<file path="src/rtl/smc_pkg.sv">
// Constants and types shared by the standby mode controller
package smc_pkg;
   // Register addresses (byte offsets on the plain register port)
   localparam logic [7:0] SMC_ADDR_UNLOCK = 8'h0E;
   localparam logic [7:0] SMC_ADDR_SBYCTL = 8'h0F;
   localparam logic [7:0] SMC_ADDR_PRPHCTL = 8'h15;
   localparam logic [7:0] SMC_ADDR_STATUS = 8'h16;
   localparam logic [7:0] SMC_ADDR_PINCFG = 8'h17;
   // Standby control register fields
   localparam int SMC_STOP_BIT = 0;
   localparam int SMC_HALT_BIT = 1;
   localparam int SMC_FLOAT_BIT = 2;
   localparam int SMC_OSCS_BIT = 3;
   localparam int SMC_CLKSEL_BIT = 6;
   // Peripheral control register field
   localparam int SMC_HOLDEN_BIT = 5;
   // Pin configuration register fields
   localparam int SMC_SCLK_SF_BIT = 0;
   localparam int SMC_SER3_SLAVE_BIT = 1;
   localparam int SMC_BUS_SF_BIT = 2;
   // Reset values
   localparam logic [7:0] SMC_SBYCTL_RST = 8'h08;
   localparam logic [7:0] SMC_PRPHCTL_RST = 8'h8C;
   localparam logic [7:0] SMC_PINCFG_RST = 8'h00;
   // Unlock code nibbles
   localparam logic [3:0] SMC_UNLOCK_FIRST = 4'h5;
   localparam logic [3:0] SMC_UNLOCK_SECOND = 4'hA;
   // Pin synchroniser depth
   localparam int SMC_SYNC_STAGES = 3;
   // Peripheral run vector positions
   localparam int SMC_PER_TIMEBASE = 0;
   localparam int SMC_PER_CCT = 1;
   localparam int SMC_PER_TMR = 2;
   localparam int SMC_PER_SER0 = 3;
   localparam int SMC_PER_SER1 = 4;
   localparam int SMC_PER_ADC = 5;
   localparam int SMC_PER_PWM = 6;
   localparam int SMC_PER_WDOG = 7;
   localparam int SMC_PER_SER3 = 8;
   localparam int SMC_PER_RTC = 9;
   localparam int SMC_PER_N = 10;

   typedef enum logic [3:0] {
      SMC_RUN = 4'b0001,
      SMC_HALT = 4'b0010,
      SMC_HOLD = 4'b0100,
      SMC_STOP = 4'b1000
   } smc_state_t;
endpackage

</file>
<file path="src/rtl/smc_sync.sv">
// Three-stage synchroniser with agreement filter for one pin
`timescale 1ns/1ps
module smc_sync
   import smc_pkg::*;
(
   input wire logic core_clk_i,
   input wire logic rst_n_i,
   input wire logic ce_i,
   input wire logic pin_i,
   output logic level_o
);
   logic [SMC_SYNC_STAGES-1:0] sh_q, sh_d;
   logic level_q, level_d;

   always_comb begin
      sh_d = {sh_q[SMC_SYNC_STAGES-2:0], pin_i};
      level_d = level_q;
      // Stage one feeds only stage two; decision on stages two and three
      if (sh_q[1] == sh_q[2]) begin
         level_d = sh_q[2];
      end
   end

   always_ff @(posedge core_clk_i or negedge rst_n_i) begin
      if (!rst_n_i) begin
         sh_q <= '0;
         level_q <= 1'b0;
      end else if (ce_i) begin
         sh_q <= sh_d;
         level_q <= level_d;
      end
   end

   assign level_o = level_q;
endmodule

</file>
<file path="src/rtl/smc_unlock.sv">
// Stop unlock latch armed by a two-byte code sequence
`timescale 1ns/1ps
module smc_unlock
   import smc_pkg::*;
(
   input wire logic core_clk_i,
   input wire logic rst_n_i,
   input wire logic ce_i,
   input wire logic sys_rst_i,
   input wire logic wr_i,
   input wire logic [7:0] wdata_i,
   input wire logic clear_i,
   output logic armed_o
);
   logic first_q, first_d;
   logic armed_q, armed_d;

   always_comb begin
      first_d = first_q;
      armed_d = armed_q;
      if (wr_i) begin
         first_d = (wdata_i[3:0] == SMC_UNLOCK_FIRST);
         if (first_q && wdata_i[3:0] == SMC_UNLOCK_SECOND) begin
            armed_d = 1'b1;
         end
      end
      if (clear_i || sys_rst_i) begin
         armed_d = 1'b0;
         first_d = 1'b0;
      end
   end

   always_ff @(posedge core_clk_i or negedge rst_n_i) begin
      if (!rst_n_i) begin
         first_q <= 1'b0;
         armed_q <= 1'b0;
      end else if (ce_i) begin
         first_q <= first_d;
         armed_q <= armed_d;
      end
   end

   assign armed_o = armed_q;
endmodule

</file>
<file path="src/rtl/smc_top.sv">
// Standby mode controller: halt, hold and stop sequencing with reset sources
//
// Summary of operation
// - Halt bit stops CPU clock; peripherals keep clock.
// - Hold entered when hold enable set and hold input high.
// - In hold the external bus is released.
// - In hold, bus secondary-function outputs stop driving and float high.
// - Stop bit takes effect only if unlock latch is armed.
// - Stop gates CPU and peripheral clocks.
// - Quick stop keeps main oscillator running.
// - Reset from pin, break, invalid opcode or watchdog overflow.
// - Each standby state has high-speed and low-speed variants.
// - Timers, serial zero/one, converter, PWM stop in stop; watchdog stops in hold.
// - Serial three runs in stop only as slave; real-time counter always.
// - Float stop with clock pin secondary output: serial data pin high impedance.
// - Float stop otherwise: serial data pin keeps serial three data.
// - Float bit floats output pins in stop; clear keeps levels.
// - Codes 5 then A arm unlock latch; stop entry clears it.
// - Halt leaves on interrupt, pin reset or watchdog; halt bit clears.
//
// Added by the designer: the address-and-strobe port and the address map.
`timescale 1ns/1ps
module smc_top
   import smc_pkg::*;
(
   input wire logic core_clk_i,
   input wire logic rst_n_i,
   input wire logic ce_i,
   input wire logic [7:0] reg_addr_i,
   input wire logic [7:0] reg_wdata_i,
   input wire logic reg_wr_i,
   input wire logic reg_rd_i,
   output logic [7:0] reg_rdata_o,
   input wire logic ext_reset_pin_n_i,
   input wire logic hold_pin_i,
   input wire logic break_instruction_i,
   input wire logic opcode_trap_i,
   input wire logic watchdog_overflow_i,
   input wire logic irq_i,
   output logic hold_ack_o,
   output logic cpu_clk_en_o,
   output logic per_clk_en_o,
   output logic [SMC_PER_N-1:0] per_run_o,
   output logic osc_run_o,
   output logic low_speed_o,
   output logic sys_reset_o,
   output logic bus_oe_o,
   output logic port_oe_o,
   input wire logic ser3_data_i,
   output logic p10_sdo_o,
   output logic p10_sdo_oe_o
);
   smc_state_t st_q, st_d;
   logic [7:0] sby_q, sby_d;
   logic [7:0] prph_q, prph_d;
   logic [7:0] pcfg_q, pcfg_d;
   logic [7:0] rdata_q, rdata_d;
   logic hold_lvl, pin_rst;
   logic sys_rst_q, sys_rst_d;
   logic armed, stop_go;
   logic wr_unlock, wr_sby;

   smc_sync u_sync_hold (
      .core_clk_i(core_clk_i),
      .rst_n_i(rst_n_i),
      .ce_i(ce_i),
      .pin_i(hold_pin_i),
      .level_o(hold_lvl)
   );

   smc_sync u_sync_rst (
      .core_clk_i(core_clk_i),
      .rst_n_i(rst_n_i),
      .ce_i(ce_i),
      .pin_i(~ext_reset_pin_n_i),
      .level_o(pin_rst)
   );

   assign wr_unlock = reg_wr_i && reg_addr_i == SMC_ADDR_UNLOCK;
   assign wr_sby = reg_wr_i && reg_addr_i == SMC_ADDR_SBYCTL;
   // stop request accepted only behind the armed latch
   assign stop_go = wr_sby && reg_wdata_i[SMC_STOP_BIT] && armed && st_q == SMC_RUN;

   smc_unlock u_unlock (
      .core_clk_i(core_clk_i),
      .rst_n_i(rst_n_i),
      .ce_i(ce_i),
      .sys_rst_i(sys_rst_q),
      .wr_i(wr_unlock),
      .wdata_i(reg_wdata_i),
      .clear_i(stop_go),
      .armed_o(armed)
   );

   // Reset sources and register file
   always_comb begin
      sys_rst_d = pin_rst || break_instruction_i || opcode_trap_i || watchdog_overflow_i;
      sby_d = sby_q;
      prph_d = prph_q;
      pcfg_d = pcfg_q;
      rdata_d = 8'h00;
      if (reg_wr_i) begin
         case (reg_addr_i)
            SMC_ADDR_SBYCTL: begin
               sby_d = reg_wdata_i;
               // stop bit only sticks when armed
               sby_d[SMC_STOP_BIT] = reg_wdata_i[SMC_STOP_BIT] && stop_go;
            end
            SMC_ADDR_PRPHCTL: prph_d = reg_wdata_i;
            SMC_ADDR_PINCFG: pcfg_d = reg_wdata_i;
            default: ;
         endcase
      end
      if (reg_rd_i) begin
         case (reg_addr_i)
            SMC_ADDR_SBYCTL: rdata_d = sby_q;
            SMC_ADDR_PRPHCTL: rdata_d = prph_q;
            SMC_ADDR_PINCFG: rdata_d = pcfg_q;
            SMC_ADDR_STATUS: rdata_d = {3'h0, armed, st_q};
            default: rdata_d = 8'h00;
         endcase
      end
      // leaving halt clears the halt bit
      if (st_q == SMC_HALT && irq_i) begin
         sby_d[SMC_HALT_BIT] = 1'b0;
      end
      // leaving stop clears the stop bit
      if (st_q == SMC_STOP && irq_i) begin
         sby_d[SMC_STOP_BIT] = 1'b0;
      end
      if (sys_rst_q) begin
         sby_d = SMC_SBYCTL_RST;
         prph_d = SMC_PRPHCTL_RST;
         pcfg_d = SMC_PINCFG_RST;
      end
   end

   // Mode sequencer
   always_comb begin
      st_d = st_q;
      case (st_q)
         SMC_RUN: begin
            if (stop_go) begin
               st_d = SMC_STOP;
            // hold needs enable and a high request
            end else if (prph_q[SMC_HOLDEN_BIT] && hold_lvl) begin
               st_d = SMC_HOLD;
            end else if (sby_q[SMC_HALT_BIT]) begin
               st_d = SMC_HALT;
            end
         end
         SMC_HALT: begin
            if (irq_i) begin
               st_d = SMC_RUN;
            end
         end
         SMC_HOLD: begin
            if (!hold_lvl) begin
               st_d = SMC_RUN;
            end
         end
         SMC_STOP: begin
            if (irq_i) begin
               st_d = SMC_RUN;
            end
         end
         default: st_d = SMC_RUN;
      endcase
      // Resets release every mode
      if (sys_rst_q) begin
         st_d = SMC_RUN;
      end
   end

   always_ff @(posedge core_clk_i or negedge rst_n_i) begin
      if (!rst_n_i) begin
         st_q <= SMC_RUN;
         sby_q <= SMC_SBYCTL_RST;
         prph_q <= SMC_PRPHCTL_RST;
         pcfg_q <= SMC_PINCFG_RST;
         rdata_q <= 8'h00;
         sys_rst_q <= 1'b0;
      end else if (ce_i) begin
         st_q <= st_d;
         sby_q <= sby_d;
         prph_q <= prph_d;
         pcfg_q <= pcfg_d;
         rdata_q <= rdata_d;
         sys_rst_q <= sys_rst_d;
      end
   end

   assign reg_rdata_o = rdata_q;
   assign sys_reset_o = sys_rst_q;
   // CPU clock off in any standby state
   assign cpu_clk_en_o = st_q == SMC_RUN;
   assign per_clk_en_o = st_q != SMC_STOP;
   // quick stop when oscillator stop bit clear
   assign osc_run_o = !(st_q == SMC_STOP && sby_q[SMC_OSCS_BIT]);
   // clock select carries the speed variant into every state
   assign low_speed_o = sby_q[SMC_CLKSEL_BIT];
   assign hold_ack_o = st_q == SMC_HOLD;
   assign bus_oe_o = !(st_q == SMC_HOLD);
   assign port_oe_o = !(st_q == SMC_STOP && sby_q[SMC_FLOAT_BIT]) &&
      !(st_q == SMC_HOLD && pcfg_q[SMC_BUS_SF_BIT]);

   genvar g;
   generate
      for (g = 0; g < SMC_PER_N; g++) begin : g_per
         if (g == SMC_PER_WDOG) begin : g_wd
            assign per_run_o[g] = st_q != SMC_STOP && st_q != SMC_HOLD;
         end else if (g == SMC_PER_SER3) begin : g_s3
            assign per_run_o[g] = st_q != SMC_STOP || pcfg_q[SMC_SER3_SLAVE_BIT];
         end else if (g == SMC_PER_RTC) begin : g_rtc
            assign per_run_o[g] = 1'b1;
         end else begin : g_gen
            assign per_run_o[g] = st_q != SMC_STOP;
         end
      end
   endgenerate

   // serial data pin in float stop
   assign p10_sdo_o = ser3_data_i;
   assign p10_sdo_oe_o = !(st_q == SMC_STOP && sby_q[SMC_FLOAT_BIT] &&
      pcfg_q[SMC_SCLK_SF_BIT]);
endmodule

</file>
<file path="config.mk">
export PLATFORM = sky130hd
export DESIGN_NAME = smc_top
export DESIGN_NICKNAME = d
export VERILOG_FILES = /design/src/rtl/smc_pkg.sv /design/src/rtl/smc_sync.sv /design/src/rtl/smc_unlock.sv /design/src/rtl/smc_top.sv
export SDC_FILE = /design/constraint.sdc
export NUM_CORES = 1
export LEC_CHECK = 0
export BUFFER_PORTS_ARGS = -buffer_cell sky130_fd_sc_hd__clkbuf_2
export CAP_MARGIN = 20
export CELL_PAD_IN_SITES_DETAIL_PLACEMENT = 2
export CELL_PAD_IN_SITES_GLOBAL_PLACEMENT = 2
export CORE_MARGIN = 5
export CORE_UTILIZATION = 30
export DETAILED_ROUTE_END_ITERATION = 10
export PLACE_DENSITY_LB_ADDON = 0.1
export SLEW_MARGIN = 10
export SYNTH_ARGS = -nofsm -noshare
export SYNTH_HDL_FRONTEND = slang
export SYNTH_SLANG_ARGS = --single-unit
</file>
<file path="constraint.sdc">
create_clock -name core_clk_i -period 2.3 [get_ports core_clk_i]
set_input_delay 0.345 -clock core_clk_i [delete_from_list [all_inputs] [get_ports core_clk_i]]
set_output_delay 0.345 -clock core_clk_i [all_outputs]
set_load 0.03 [all_outputs]
</file>
==> flow_metrics.env <==
export IMPL_outcome="complete, no violations"
export IMPL_nets=322
export IMPL_critPathBufInv=3
export IMPL_dr_first_iter_drc_count=33
export IMPL_chipHeight_um=101.8
export IMPL_drc=0
export IMPL_synth_cells=243
export IMPL_critical_path_class="register to primary output"
export IMPL_gp_congestion=0.7436
export IMPL_drt_vias_per_instance=5.265
export IMPL_fp_coreArea_um2=8217
export IMPL_final_hold_viol_count=0
export IMPL_die_width_um=101.8
export IMPL_powerDensity_nw_per_um2=603.0
export IMPL_grt_use_total=0.1556
export IMPL_worstPathMaxFanout=9
export IMPL_holdBufCountCts=0
export IMPL_grt_ovfl_total=0
export IMPL_cts_resized_gates=0
export IMPL_r2r_cells=4
export IMPL_dieArea_um2=10370
export IMPL_htree_num_levels=2
export IMPL_grt_max_degree=26
export IMPL_syn_nets=271
export IMPL_r2r_setup_slack_ns=0.46
export IMPL_p_leak_uw=0.001286
export IMPL_yosysWarnings=0
export IMPL_synth_edff_count=0
export IMPL_cts_sinks=47
export IMPL_end_kind="primary output"
export IMPL_place_hpwl_mm=5.646
export IMPL_clk_pin_slew_ns=0.09
export IMPL_fin_crit_sh=0.8710
export IMPL_crit_chain="nor4b_1 > buf_4 > inv_1 > clkbuf_2"
export IMPL_layout_min_cycle_time_ns=2.003
export IMPL_wire_per_inst_um=18.94
export IMPL_antenna_cells=0
export IMPL_grt_pass1_wl_mm=12.56
export IMPL_start_util=0.3079
export IMPL_fmax_mhz=499.2
export IMPL_drv_slew=0
export IMPL_startpoint_type="register"
export IMPL_layout_area_overhead_vs_synth_pct=21.36
export IMPL_maxSlewHeadroom=0.5697
export IMPL_maxCapViolations=0
export IMPL_r2r_end="st_q[2]$_DFFE_PN0P_"
export IMPL_tritoncts="done"
export IMPL_critPathMaxStageDelay_ns=0.50
export IMPL_async_flop_share=1.000
export IMPL_cts_root_buf="clkbuf_8"
export IMPL_finalSetupViolations=0
export IMPL_seq_area_frac_synth=0.4674
export IMPL_ff_latch_area_um2=1182
export IMPL_synth_top_flop_cell="dfrtp_1"
export IMPL_avgSynthCellArea_um2=10.41
export IMPL_clk_latency_ns=0.31
export IMPL_tightest_slew_ns=0.6455
export IMPL_skew_ns=0.01031
export IMPL_yosys_cell_types_count=44
export IMPL_finalSetupTns_ns=0
export IMPL_io_buffers=52
export IMPL_whs_ns=0.04270
export IMPL_cts_buffers=5
export IMPL_ir_worst_vdd_v=0.0002224
export IMPL_rows=33
export IMPL_rsz0062_at_grt="false"
export IMPL_cp_top_family="buffers and inverters"
export IMPL_cts_path_max_buffers=2
export IMPL_cp_startpoint="st_q[1]$_DFFE_PN0P_"
export IMPL_cp_data_arrival_time_ns=1.66
export IMPL_io_pins=56
export IMPL_drtAntennaViolNets=0
export IMPL_drive_above_1_share=0.3356
export IMPL_hold_class="input pin to asynchronous set/reset pin"
export IMPL_grt_pass1_vias=2403
export IMPL_first_pass_iters=4
export IMPL_ys_ff_latch=47
export IMPL_cts_setup_buffers=0
export IMPL_antenna_found_initial=0
export IMPL_crit_slowest_cell="dfrtp_1"
export IMPL_route_vias_total=2106
export IMPL_syn_area_um2=2530
export IMPL_timing_rr_start="st_q[0]$_DFFE_PN1P_"
export IMPL_fillers=914
export IMPL_totalWireLength_mm=7.574
export IMPL_multi_input_area_um2=1205
export IMPL_cp_required_ns=1.96
## metrics by stage
step | instances | utilization | setup WS [ns] | total power [uW] | instance area [um^2]
final | 400 | 0.3737 | 0.2968 | 1851 | 3070
after global routing | 400 | 0.3737 | 0.1924 | 1941 | 3070
after CTS | 400 | 0.3737 | 0.2734 | 1873 | 3070
after detailed placement | 392 | 0.3571 | 0.09876 | 1122 | 2934
after global placement | 392 | 0.3571 | 0.1310 | 1116 | 2934
after floorplan | 243 | - | 0.009171 | 1021 | 2542
## cells in the final DEF (no fill, tap or decap), types with 5 or more instances in the layout
master      n
dfrtp_1    42
a21oi_1     7
inv_1       5
mux2_2     10
a22oi_1     7
o2bb2ai_1  14
a22o_1     13
nor2_1      9
a31oi_1     7
clkbuf_2   52
nor2b_1     5
clkbuf_8    5
nand2_1    20
nand2b_1   14
mux2i_1     5
o21ai_0    16
dfstp_2     5
buf_4      15
## state kept, by name (all words and copies together) (netlist names)
| signal | count |
|---|---|
| prph_q | 8 |
| sys_reset_o | 1 |
| u_sync_hold.level_o | 1 |
| st_q | 4 |
| u_sync_rst.sh_q | 3 |
| u_sync_hold.sh_q | 3 |
| u_unlock.first_q | 1 |
| pcfg_q | 8 |
| reg_rdata_o | 8 |
| u_sync_rst.level_o | 1 |
| u_unlock.armed_o | 1 |
| sby_q | 8 |
## synth_stat cells (2+ instances only)
library cell | n | area [um^2]
a211oi_1 | 3 | 22.52
a21oi_1 | 7 | 35.03
a22o_1 | 13 | 113.9
a22oi_1 | 7 | 52.55
a31oi_1 | 7 | 43.79
buf_4 | 9 | 67.56
clkbuf_1 | 13 | 48.80
dfrtp_1 | 42 | 1051
dfstp_2 | 5 | 131.4
inv_1 | 5 | 18.77
mux2_2 | 10 | 112.6
mux2i_1 | 5 | 50.05
nand2_1 | 20 | 75.07
nand2b_1 | 14 | 87.58
nand3_1 | 3 | 15.01
nand3b_1 | 2 | 15.01
nor2_1 | 9 | 33.78
nor2b_1 | 5 | 31.28
nor3b_1 | 3 | 22.52
nor4b_1 | 6 | 52.55
o21ai_0 | 16 | 80.08
o22a_1 | 4 | 35.03
o2bb2ai_1 | 14 | 122.6
## layer usage
metal	part of all wire	global-route usage
met3	0.036	0.02253
met1	0.44	0.1939
met4	0.011	0.03935
met2	0.51	0.2827
met5	0	0
## power by group
group / switching, uW / internal [uW] / leakage, uW
sequential: 28.3 / 865 / 0.000618
clock: 316 / 434 / 0.0000644
combinational: 131 / 76.7 / 0.000604
total: 475 / 1380 / 0.00129
## cells by family after synthesis
group	Yosys count	share of synthesized area
compound gates	79	0.2305
simple gates	71	0.1751
flops	47	0.4674
buf+inv	30	0.06132
mux	15	0.06429
other cells	1	0.001482
## worst register-to-register path, cell delays in order (launching register included)
cell     delay [ns]
dfstp_2        0.63
nor4b_2        0.38
nor2b_1        0.38
nor3b_1        0.22
mux2_2         0.17
## final cells by class
cell class	instances	share of cell area
multi-input cells	166	0.3924
flip-flops and latches	47	0.3851
repair buffers	68	0.1280
well taps	105	0.04279
clock buffers	5	0.02241
clock inverters	3	0.02200
inverters	6	0.007335
## worst max-delay path by stage
stage / to / slack, ns / cells after the start
after floorplan: per_run_o[0] / 0.009 / 4
after global placement: sby_q[1]$_DFFE_PN0P_ / 0.13 / 5
after detailed placement: sby_q[1]$_DFFE_PN0P_ / 0.1 / 5
after CTS: per_run_o[3] / 0.27 / 4
after global routing: per_run_o[3] / 0.19 / 4
final: per_run_o[3] / 0.30 / 4
Power figures use the tool's default switching activity.
